--- src/pkg/wdat_pkg.sv ---
package wdat_pkg;

  // ----------------------------------------------------------
  // Register map: word index, byte address is four times it
  // ----------------------------------------------------------
  localparam logic [9:0] IDX_CONFIG = 10'h034;
  localparam logic [9:0] IDX_CODE = 10'h035;
  localparam logic [9:0] IDX_STATUS = 10'h038;
  localparam logic [9:0] IDX_MASK = 10'h039;
  localparam logic [9:0] IDX_STATE = 10'h03a;

  localparam logic [7:0] CODE_CLEAR = 8'h4e;
  localparam logic [7:0] CODE_DISABLE = 8'hb1;
  localparam logic [7:0] CODE_TRAP = 8'hd2;

  // Status and mask bit positions
  localparam int ST_OVF = 0;
  localparam int ST_TRAP = 1;
  localparam int ST_RST = 2;
  localparam int ST_W = 3;

  // ----------------------------------------------------------
  // Configuration layout and reset value
  // ----------------------------------------------------------
  typedef struct packed {
    logic [1:0] spare;
    logic ramTrapSelect;
    logic trapActionSelect;
    logic counterEnableBit;
    logic [1:0] detectTime;
    logic overflowActionSelect;
  } wdat_cfg_type;

  localparam logic [7:0] CFG_RESET = 8'h39;

  // ----------------------------------------------------------
  // Instruction fetch from the core
  // ----------------------------------------------------------
  typedef struct packed {
    logic valid;
    logic opcode;
    logic [15:0] addr;
  } wdat_fetch_type;

  localparam logic [15:0] SFR_LO = 16'h0000;
  localparam logic [15:0] SFR_HI = 16'h003f;
  localparam logic [15:0] RAM_LO = 16'h0040;
  localparam logic [15:0] RAM_HI = 16'h023f;
  localparam logic [15:0] DBR_LO = 16'h0f80;
  localparam logic [15:0] DBR_HI = 16'h0fff;

  // ----------------------------------------------------------
  // Timing
  // ----------------------------------------------------------
  localparam int CLK_HZ = 10_000_000;
  localparam int FC_HZ = 10_000_000;
  localparam int RESET_FC_PERIODS = 24;
  // Longest time: round down
  localparam int RESET_CYCLES = (RESET_FC_PERIODS * CLK_HZ) / FC_HZ;
  localparam int DET_EXP_MIN = 19;
  localparam int DIV_W = 24;

  typedef enum logic {ST_RUN, ST_RESET} wdat_state_type;

endpackage

--- src/logic/wdat_top.sv ---
`timescale 1ns/1ps
module wdat_top #(
  parameter int DET_EXP = wdat_pkg::DET_EXP_MIN
) (
  input wire logic clk,
  input wire logic sys_rst,
  input wire logic clkEn,
  input wire logic psel,
  input wire logic penable,
  input wire logic pwrite,
  input wire logic [11:0] paddr,
  input wire logic [31:0] pwdata,
  output logic [31:0] prdata,
  output logic pready,
  output logic pslverr,
  input wire wdat_pkg::wdat_fetch_type fetch,
  input wire logic lowSpeedMode,
  output logic fetchTrapIrq,
  output logic overflowIrq,
  output logic hwReset,
  output logic hfOscRestart,
  output logic irq
);
  import wdat_pkg::*;

  // ----------------------------------------------------------
  // State
  // ----------------------------------------------------------
  wdat_state_type state_q, state_d;
  wdat_cfg_type cfg_q, cfg_d;
  logic ramTrapActive_q, ramTrapActive_d;
  logic wdActive_q, wdActive_d;
  logic [DIV_W-1:0] div_q, div_d;
  logic divTap_q, divTap_d;
  logic [1:0] binCnt_q, binCnt_d;
  logic [4:0] rstCnt_q, rstCnt_d;
  logic [ST_W-1:0] status_q, status_d;
  logic [ST_W-1:0] mask_q, mask_d;
  logic [31:0] rdata_q, rdata_d;
  logic trapIrq_q, trapIrq_d;
  logic ovfIrq_q, ovfIrq_d;
  logic oscRestart_q, oscRestart_d;

  localparam logic [4:0] RST_LAST = 5'(RESET_CYCLES - 1);

  logic setup, wrEn, decHit;
  logic cfgWr, codeWr, statusWr, maskWr;
  logic [7:0] code;
  logic tapBit, tick, overflow;
  logic inSfr, inRam, inDbr, trapHit;
  logic rstReq, trapCommit;
  logic [ST_W-1:0] events;
  int tapIdx;

  // ----------------------------------------------------------
  // APB decode
  // ----------------------------------------------------------
  // No wait states; a frozen clock enable stalls the access
  assign pready = clkEn;
  assign setup = psel && !penable;
  assign wrEn = psel && penable && pwrite && pready;
  assign decHit = paddr[11:2] == IDX_CONFIG || paddr[11:2] == IDX_CODE ||
                  paddr[11:2] == IDX_STATUS || paddr[11:2] == IDX_MASK ||
                  paddr[11:2] == IDX_STATE;
  assign pslverr = psel && penable && !decHit;
  assign cfgWr = wrEn && paddr[11:2] == IDX_CONFIG;
  assign codeWr = wrEn && paddr[11:2] == IDX_CODE;
  assign statusWr = wrEn && paddr[11:2] == IDX_STATUS;
  assign maskWr = wrEn && paddr[11:2] == IDX_MASK;
  assign code = pwdata[7:0];
  assign trapCommit = codeWr && code == CODE_TRAP;
  assign prdata = rdata_q;

  // ----------------------------------------------------------
  // Watchdog divider and binary counter
  // ----------------------------------------------------------
  // Overflow after four falling edges of the tap: 2^(DET_EXP + 6 - 2*detectTime) cycles
  always_comb begin
    tapIdx = DET_EXP - 3 + 2 * (3 - int'(cfg_q.detectTime));
    if (tapIdx > DIV_W - 1) begin
      tapIdx = DIV_W - 1;
    end
    if (tapIdx < 0) begin
      tapIdx = 0;
    end
  end
  assign tapBit = div_q[tapIdx];
  assign tick = wdActive_q && divTap_q && !tapBit;
  assign overflow = tick && binCnt_q == 2'd3;

  // ----------------------------------------------------------
  // Address trap check
  // ----------------------------------------------------------
  assign inSfr = fetch.addr >= SFR_LO && fetch.addr <= SFR_HI;
  assign inRam = fetch.addr >= RAM_LO && fetch.addr <= RAM_HI;
  assign inDbr = fetch.addr >= DBR_LO && fetch.addr <= DBR_HI;
  assign trapHit = state_q == ST_RUN && fetch.valid && fetch.opcode &&
                   (inSfr || inDbr ||
                    (inRam && ramTrapActive_q));

  // Reset wins when both sources fire together
  assign rstReq = state_q == ST_RUN &&
                  ((overflow && cfg_q.overflowActionSelect) ||
                   (trapHit && cfg_q.trapActionSelect));
  assign events[ST_OVF] = state_q == ST_RUN && overflow;
  assign events[ST_TRAP] = trapHit;
  assign events[ST_RST] = rstReq;

  // ----------------------------------------------------------
  // Next state
  // ----------------------------------------------------------
  always_comb begin
    state_d = state_q;
    cfg_d = cfg_q;
    ramTrapActive_d = ramTrapActive_q;
    wdActive_d = wdActive_q;
    div_d = div_q;
    divTap_d = divTap_q;
    binCnt_d = binCnt_q;
    rstCnt_d = rstCnt_q;
    mask_d = mask_q;
    rdata_d = rdata_q;
    trapIrq_d = 1'b0;
    ovfIrq_d = 1'b0;
    oscRestart_d = 1'b0;
    // Set wins over a write-one clear in the same cycle
    status_d = status_q;
    if (statusWr) begin
      status_d = status_q & ~pwdata[ST_W-1:0];
    end
    status_d = status_d | events;
    if (maskWr) begin
      mask_d = pwdata[ST_W-1:0];
    end
    if (setup) begin
      unique case (paddr[11:2])
        IDX_STATUS: rdata_d = {29'h0, status_q};
        IDX_MASK: rdata_d = {29'h0, mask_q};
        IDX_STATE: rdata_d = {26'h0, ramTrapActive_q, wdActive_q, binCnt_q, 1'b0, state_q == ST_RESET};
        default: rdata_d = 32'h0;
      endcase
    end
    unique case (state_q)
      ST_RUN: begin
        if (wdActive_q) begin
          div_d = div_q + 1'b1;
          divTap_d = tapBit;
          if (tick) begin
            binCnt_d = binCnt_q + 1'b1;
          end
        end else begin
          // Disabled: binary counter held clear
          binCnt_d = 2'd0;
        end
        if (cfgWr) begin
          cfg_d = wdat_cfg_type'(pwdata[7:0]);
          cfg_d.spare = 2'b00;
          // Overflow action bit can be cleared by a write; only a reset sets it again
          cfg_d.overflowActionSelect = cfg_q.overflowActionSelect & pwdata[0];
          if (pwdata[3]) begin
            wdActive_d = 1'b1;
          end
        end
        if (codeWr) begin
          unique case (code)
            CODE_CLEAR: binCnt_d = 2'd0;
            CODE_DISABLE: begin
              if (!cfg_q.counterEnableBit) begin
                wdActive_d = 1'b0;
                binCnt_d = 2'd0;
              end
            end
            CODE_TRAP: ramTrapActive_d = cfg_q.ramTrapSelect;
            default: ;
          endcase
        end
        if (rstReq) begin
          state_d = ST_RESET;
          rstCnt_d = 5'd0;
          oscRestart_d = lowSpeedMode;
        end else begin
          trapIrq_d = trapHit && !cfg_q.trapActionSelect;
          ovfIrq_d = overflow && !cfg_q.overflowActionSelect;
        end
      end
      ST_RESET: begin
        // Counted on the fast clock, so low-speed mode changes nothing
        rstCnt_d = rstCnt_q + 1'b1;
        if (rstCnt_q == RST_LAST) begin
          state_d = ST_RUN;
          cfg_d = wdat_cfg_type'(CFG_RESET);
          ramTrapActive_d = 1'b0;
          wdActive_d = 1'b1;
          div_d = '0;
          divTap_d = 1'b0;
          binCnt_d = 2'd0;
          mask_d = '0;
        end
      end
    endcase
  end

  always_ff @(posedge clk) begin
    if (sys_rst) begin
      state_q <= ST_RUN;
      cfg_q <= wdat_cfg_type'(CFG_RESET);
      ramTrapActive_q <= 1'b0;
      wdActive_q <= 1'b1;
      div_q <= '0;
      divTap_q <= 1'b0;
      binCnt_q <= 2'd0;
      rstCnt_q <= 5'd0;
      status_q <= '0;
      mask_q <= '0;
      rdata_q <= 32'h0;
      trapIrq_q <= 1'b0;
      ovfIrq_q <= 1'b0;
      oscRestart_q <= 1'b0;
    end else if (clkEn) begin
      state_q <= state_d;
      cfg_q <= cfg_d;
      ramTrapActive_q <= ramTrapActive_d;
      wdActive_q <= wdActive_d;
      div_q <= div_d;
      divTap_q <= divTap_d;
      binCnt_q <= binCnt_d;
      rstCnt_q <= rstCnt_d;
      status_q <= status_d;
      mask_q <= mask_d;
      rdata_q <= rdata_d;
      trapIrq_q <= trapIrq_d;
      ovfIrq_q <= ovfIrq_d;
      oscRestart_q <= oscRestart_d;
    end
  end

  // ----------------------------------------------------------
  // Outputs
  // ----------------------------------------------------------
  // Nesting of the non-maskable requests is left to the core
  assign fetchTrapIrq = trapIrq_q;
  assign overflowIrq = ovfIrq_q;
  assign hwReset = state_q == ST_RESET;
  assign hfOscRestart = oscRestart_q;
  assign irq = |(status_q & mask_q);
endmodule

--- config.mk ---
export PLATFORM = sky130hd
export DESIGN_NAME = wdat_top
export DESIGN_NICKNAME = d
export VERILOG_FILES = /design/src/pkg/wdat_pkg.sv /design/src/logic/wdat_top.sv
export SDC_FILE = /design/constraint.sdc
export NUM_CORES = 1
export LEC_CHECK = 0
export ABC_AREA = 1
export BUFFER_PORTS_ARGS = -buffer_cell sky130_fd_sc_hd__buf_2
export CORE_ASPECT_RATIO = 1.1
export CORE_MARGIN = 2
export CORE_UTILIZATION = 48
export CTS_BUF_LIST = sky130_fd_sc_hd__clkbuf_8
export DETAILED_ROUTE_END_ITERATION = 6
export PLACE_DENSITY = 0.85
export SLEW_MARGIN = 10
export SYNTH_ARGS = -nofsm -noshare
export SYNTH_HDL_FRONTEND = slang
export SYNTH_SLANG_ARGS = --single-unit
--- constraint.sdc ---
create_clock -name clk -period 1.47 [get_ports clk]
set_input_delay 0 -clock clk [delete_from_list [all_inputs] [get_ports clk]]
set_output_delay 0 -clock clk [all_outputs]
set_load 0.005 [all_outputs]
==> qor.yml, run 1 <==
outcome: "complete, but fails checks"
violations: "setup timing"
grt_pass1_wl_um: 16100
coreArea_um2: 6970
syn2layout_area_growth_pct: 27.7
period_share: 1.17
grt_max_degree: 42
min_path_type: "input pin to flip-flop"
first_iter_violations: 213
slowest_stage: "dfxtp_2"
drive_above_1_share: 0.265
yosysTopAreaCellShare: 0.322
grt_pass1_vias: 3707
fp.dieArea_um2: 7820
wl_per_cell_um: 14.0
yosysSeqAreaShare: 0.322
dp_hpwl_um: 6890
setup-violations-final: 39
io_pins: 108
io_buffers: 49
fmaxAchievable_ghz: 0.582
grtUsageTotal: 0.251
final_cell_mix: "129 x nand2_1, 60 x nor2_1, 54 x inv_1"
cts_tree: "done"
power.leakage_nw: 1.94
ys_types: 36
synth_edf_count: 0
slew_violations: 0
synth-main-ff-cell: "dfxtp_1"
synth_cells: 528
hold_viol_final: 0
netlist_top_cells_area: "dfxtp_1 32%, nand2_1 15%, a21oi_1 7.2%, nor2_1 6.8%, buf_4 6.6%"
clock_latency_ps: 320
drt_wl_total_um: 10000
setup.worst_path.class: "flip-flop to flip-flop"
drt_first_pass_iters: 4
vias_per_cell: 5.39
drc: 0
final_cells: 718
clk_pin_slew_ps: 110
final_common_cell: "nand2_1"
vdd_drop_max_uv: 487
maxSlewHeadroom: 0.661
dp.cells: 690
overflow: 0
critical_path.most_common_cell: "nand2_1"
async_reset_ff_frac: 0
cts.sinks: 55
clock_path_buffers: 2
root_buffer: "clkbuf_8"
crit_fanout: 6
worstMarginPinSlew_ps: 509
critical_path_required_ps: 1660
maxCapViolations: 0
timing.final.ws_setup_ps: -248
synth-warning-count: 0
floorplan.initialDensity: 0.491
max_stage_delay_ps: 360
antenna_found_initial: 0
rsz0062_at_grt: "true"
final_util: 0.627
gp_congestion: 0.915
powerDensity_nw_per_um2: 615
p_total_mw: 2.69
cts_inserted_buffers: 5
fp.dieW_um: 84.5
fillerInstances: 582
netlist_area_um2: 3420
fp-row-count: 32
finalClockSkew_ps: 12.5
htree_levels: 2
start_kind: "flip-flop"
layout.nets: 704
crit_path_cell_trace: "ha_4, nand2_2, inv_2, nand2_1, nor2_1, nand2_1, nand2_2, buf_4, buf_8, buf_4, nand2_1, a21oi_1, nor3_1"
ys_ff_latch: 55
num_vias: 3872
yosysTopAreaCell: "dfxtp_1"
end_kind: "flip-flop"
antenna_left: 0
die_height_um: 92.6
cp.arrival_ps: 1910
insertedDiodeCount: 0
fin_crit_ps: 1720
avgSynthCellArea_um2: 6.48
[critical path, delay by kind of cell (launching register included)]
family	cells	cell delay (ps)
simple gates	7	530
flops	1	360
fa+ha+maj	1	140
buf+inv	4	440
compound gates	1	110
[cells by family after synthesis]
| group | after synthesis | synth area share |
|---|---|---|
| and+or+nand+nor | 287 | 0.377 |
| buffers and inverters | 99 | 0.149 |
| AOI/OAI and AO/OA | 72 | 0.112 |
| DFF | 55 | 0.322 |
| xor gates and xnor gates | 11 | 0.0282 |
| adders and majority gates | 3 | 0.0110 |
| other | 1 | 0.00110 |
[power by group]
| group | switching (mW) | leakage (nW) | internal [mW] | total (mW) |
|---|---|---|---|---|
| Clock | 0.535 | 0.0511 | 0.332 | 0.868 |
| Sequential | 0.00600 | 0.445 | 1.50 | 1.50 |
| Combinational | 0.189 | 1.44 | 0.126 | 0.315 |
| Total | 0.731 | 1.94 | 1.96 | 2.69 |
[per-layer routing]
| layer | vias to the layer above | global-route usage | wire length [µm] |
|---|---|---|---|
| met1 | 1810 | 0.275 | 3860 |
| li1 | 1865 | - | - |
| met3 | 48 | 0.0446 | 544 |
| met5 | - | 0 | 0 |
| met4 | 0 | 0.135 | 524 |
| met2 | 149 | 0.457 | 5110 |
[synth_stat cells, types with 2 or more instances]
cell type,instances
nor3_4,3
nand3b_1,2
or2_2,4
ha_1,3
nand2_1,134
xnor2_1,4
clkbuf_1,7
buf_6,3
nor4_1,2
inv_1,54
inv_2,2
nor3_2,3
nor3_1,18
dfxtp_1,55
nand3_1,37
nor2_1,62
a21oi_1,49
buf_4,30
nand4_1,18
o21ai_0,16
xor2_1,7
[worst paths after layout]
path | from | to | slack [ps] | cells after the start
worst min register to register | prdata[2] | prdata[2] | 470 | 2
worst max-delay path | rstCnt_q[1] | ramTrapActive_q | -250 | 13
worst max register to register | rstCnt_q[1] | ramTrapActive_q | -250 | 13
worst min-delay path | pwdata[1] | mask_q[1] | 30 | 3
[cell type report]
type                    count  area (µm²)  share of cell area
clock buffers               5        68.8              0.0157
clock inverters             3        16.3             0.00372
inverters                  58         230              0.0527
multi-input cells         399        2060               0.472
flip-flops and latches     55        1110               0.253
well taps                  85         106              0.0243
repair buffers            112         768               0.176
repair inverters            1        8.76             0.00200
[state kept, by name (all words and copies together), names as in the netlist, 2 cells and up]
| register | count |
|---|---|
| mask_q | 3 |
| div_q | 23 |
| cfg_q | 6 |
| prdata | 6 |
| binCnt_q | 2 |
| status_q | 3 |
| rstCnt_q | 5 |
[stage by stage]
stage               hold slack [ps]  setup slack [ps]  cell area, µm²  setup TNS, ps
global placement                277              -110            3940          -1740
floorplan                      80.8             -42.4            3530           -165
finish                         32.3              -248            4370          -5120
CTS                            34.5              -180            4220          -2830
global route                   57.0              -346            4370         -10060
detailed placement              279              -175            3940          -3210
[what timing repair did]
item,4_1_cts,5_1_grt
hold buffers,6,0
endpoints found under the hold margin,7,0
resized for setup,21,37
buffers inserted,9,3
cloned,2,0
pin swaps,8,6
endpoints found under the setup margin,42,47
(Power assumes the default switching activity.)
==> run 2: changes to the inputs <==
Settings changed: ABC_AREA 1 to default, CORE_MARGIN 2 to default, CORE_UTILIZATION 48 to 47.
==> run 2 against run 1 <==
The flow still finishes with violations (setup timing). Non-clock buffer count grew 16. Synthesized area shrank 8.3%. Design area grew 1.8%. Critical endpoint is now div_q[9]. Highest routed layer unchanged. Register-to-register slack lost 200 ps. Critical path depth shrank 6. Wire length shrank 1.4%. Power shrank 1.6%. Critical path type unchanged.
==> qor.yml, run 2 <==
layout.nets: 566  # -20%
slowest_stage: "a2111o_2"
outcome: "complete, but fails checks"
overflow: 0  # unchanged
multiInputGateArea_um2: 2220  # +7.5%
antenna_left: 0  # unchanged
setup-violations-final: 48  # +23%
switchingPower_mw: 0.704  # -3.6%
worst-path-buf-inv: 1  # -3
setup_tns_ps: -14110  # -8990 ps
final_cell_mix: "64 x buf_4, 49 x dfxtp_1, 49 x buf_2"
stdcell_area_um2: 4450  # +1.8%
grt_pass1_wl_um: 14700  # -9.2%
start_kind: "flip-flop"
cp.arrival_ps: 2130  # +220 ps
violations: "setup timing"
end_kind: "flip-flop"
clk_pin_slew_ps: 100  # about the same
pwr-share-clk: 0.320  # -0.003
setup.worst_path.class: "flip-flop to flip-flop"
fmaxAchievable_ghz: 0.520  # -11%
vdd_drop_max_uv: 387  # -21%
grtUsageTotal: 0.269  # +0.0172
root_buffer: "clkbuf_8"
syn2layout_area_growth_pct: 41.8
cts.sinks: 55  # unchanged
place_area_um2: 3860  # -2.0%
avgSynthCellArea_um2: 8.41  # +30%
yosysTopAreaCellShare: 0.351  # +0.0291
drt_wl_total_um: 9900  # -1.4%
synth-main-ff-cell: "dfxtp_1"
grt_max_degree: 20  # -52%
first_iter_violations: 301  # +41%
wl_per_cell_um: 17.2  # +23%
hold_viol_final: 0  # unchanged
largest_reg_flops: 23  # unchanged
drc: 0  # unchanged
crit_family: "compound AO/OA/AOI/OAI gates"
fp.dieArea_um2: 7010  # -10%
ys_top_cells_by_count: "55 x dfxtp_1, 34 x nor2_1, 29 x buf_4"
ys_types: 66  # +83%
powerDensity_nw_per_um2: 594  # -3.4%
final_common_cell: "buf_4"
regArea_um2: 1110  # +0.34%
yosysTopAreaCell: "dfxtp_1"
fp.dieW_um: 79.9  # -5.4%
critical_path_required_ps: 1670  # about the same
cts_tree: "done"
vias_per_cell: 5.94  # +10%
synth-warning-count: 0  # unchanged
max_stage_delay_ps: 620  # +260 ps
cts_inserted_buffers: 5  # unchanged
drive_above_1_share: 0.408  # +0.143
slew_violations: 0  # unchanged
period_share: 1.31  # +0.139
crit_path_cell_trace: "ha_4, nand4b_4, a2111o_2, buf_4, nor3_4, xnor2_1, nor2_1"
p_int_mw: 1.94  # -0.85%
rsz0062_at_grt: "true"
clock_latency_ps: 320  # about the same
yosysMostFrequentCell: "dfxtp_1"
fillerInstances: 433  # -26%
insertedDiodeCount: 0  # unchanged
grt_pass1_vias: 3188  # -14%
timing.final.ws_setup_ps: -452  # -204 ps
yosysSeqAreaShare: 0.351  # +0.0291
floorplan.initialDensity: 0.498  # +0.00642
netlist_area_um2: 3140  # -8.3%
maxSlewHeadroom: 0.645  # -0.0161
ys_ff_latch: 55  # unchanged
p_comb_frac: 0.114  # -0.003
synth_cells: 373  # -29%
finalClockSkew_ps: 8.67  # -3.80 ps
power.leakage_nw: 1.89  # -2.5%
htree_levels: 2  # unchanged
worstMarginPinSlew_ps: 531  # +22.8 ps
antenna_found_initial: 0  # unchanged
min_path_type: "input pin to flip-flop"
netlist_top_cells_area: "dfxtp_1 35%, buf_4 6.9%, nor2_1 4.1%, nand3_1 4.0%, a21oi_1 3.3%"
die_height_um: 87.7  # -5.2%
fin_crit_ps: 1920  # +204 ps
sequentialPowerShare: 0.565  # +0.005
dp_hpwl_um: 6050  # -12%
async_reset_ff_frac: 0  # unchanged
regMostFlops: "div_q"
io_buffers: 49  # unchanged
crit_fanout: 6  # unchanged
num_vias: 3415  # -12%
gp_congestion: 0.960  # +4.9%
synth_edf_count: 0  # unchanged
dp_slack_ps: -329  # -154 ps
clock_path_buffers: 2  # unchanged
drt_first_pass_iters: 5  # +1
finalHoldWorstSlack_ps: 15.3  # -17.0 ps
maxCapViolations: 0  # unchanged
p_sw_frac: 0.266  # -0.00562
coreArea_um2: 6310  # -9.5%
fp-row-count: 30  # -6.3%
io_pins: 108  # unchanged
## run 2: cell types whose count changed after synthesis, sizes merged, moves of 5 or more
cell	delta
mux2i	+9
nand4b	+5
o21ai	-6
nor2	-24
nor3	-15
xnor2	+8
and3	+6
nand3	-13
nand2	-108
a31oi	+6
and4	+6
a21oi	-28
inv	-49
## run 2: logic make-up after synthesis
family | Yosys count | share of synthesized area
simple gates | 162 | 0.293
xor+xnor | 20 | 0.0558
buf+inv | 50 | 0.0985
mux | 12 | 0.0395
flops | 55 | 0.351
fa+ha+maj | 3 | 0.0120
compound gates | 70 | 0.149
other cells | 1 | 0.00120
## run 2: final cells by class
class | count | area share
tap | 80 | 0.0225
timing repair buffer | 128 | 0.202
inverter | 9 | 0.00759
multi-input combinational | 295 | 0.499
clock inverter | 3 | 0.00366
sequential | 55 | 0.250
clock buffer | 5 | 0.0155
## run 2: worst paths after layout
check | startpoint | endpoint | slack (ps) | depth (start not counted)
max reg2reg | rstCnt_q[1] | div_q[9] | -450 | 7
min reg2reg | prdata[2] | prdata[2] | 480 | 2
min | pwdata[0] | cfg_q[0] | 20 | 3
max | rstCnt_q[1] | div_q[9] | -450 | 7
## run 2: per-layer routing
metal | wire length (µm) | GRT usage
met5 | 0 | 0
met4 | 445 | 0.110
met3 | 653 | 0.0469
met2 | 4940 | 0.481
met1 | 3850 | 0.316
## run 2: per-stage QoR
| step | std cells | total power [mW] | util |
|---|---|---|---|
| after floorplan | 398 | 1.70 | - |
| after global placement | 550 | 1.77 | 0.612 |
| after detailed placement | 550 | 1.78 | 0.612 |
| after CTS | 568 | 2.60 | 0.664 |
| after global routing | 575 | 2.73 | 0.706 |
| final | 575 | 2.64 | 0.706 |
## run 2: power by group through the flow
stage | clock network (mW) | logic (mW) | registers, mW
2_1_floorplan | 0 | 0.167 | 1.53
3_3_place_gp | 0 | 0.240 | 1.53
3_5_place_dp | 0 | 0.246 | 1.53
4_1_cts | 0.835 | 0.272 | 1.49
5_1_grt | 0.905 | 0.325 | 1.50
6_report | 0.847 | 0.302 | 1.49
## run 2: worst reg2reg max path: stages (launching register included)
cell and delay (ps):
dfxtp_2 370, ha_4 160, nand4b_4 110, a2111o_2 620, buf_4 190, nor3_4 160
xnor2_1 140, nor2_1 70
## run 2: repair_timing
action	in CTS	in global routing
hold endpoints to repair	3	0
hold buffers	3	0
pin swaps	15	33
endpoints found under the setup margin	47	48
resized for setup	29	49
cloned	2	0
setup buffers	5	9
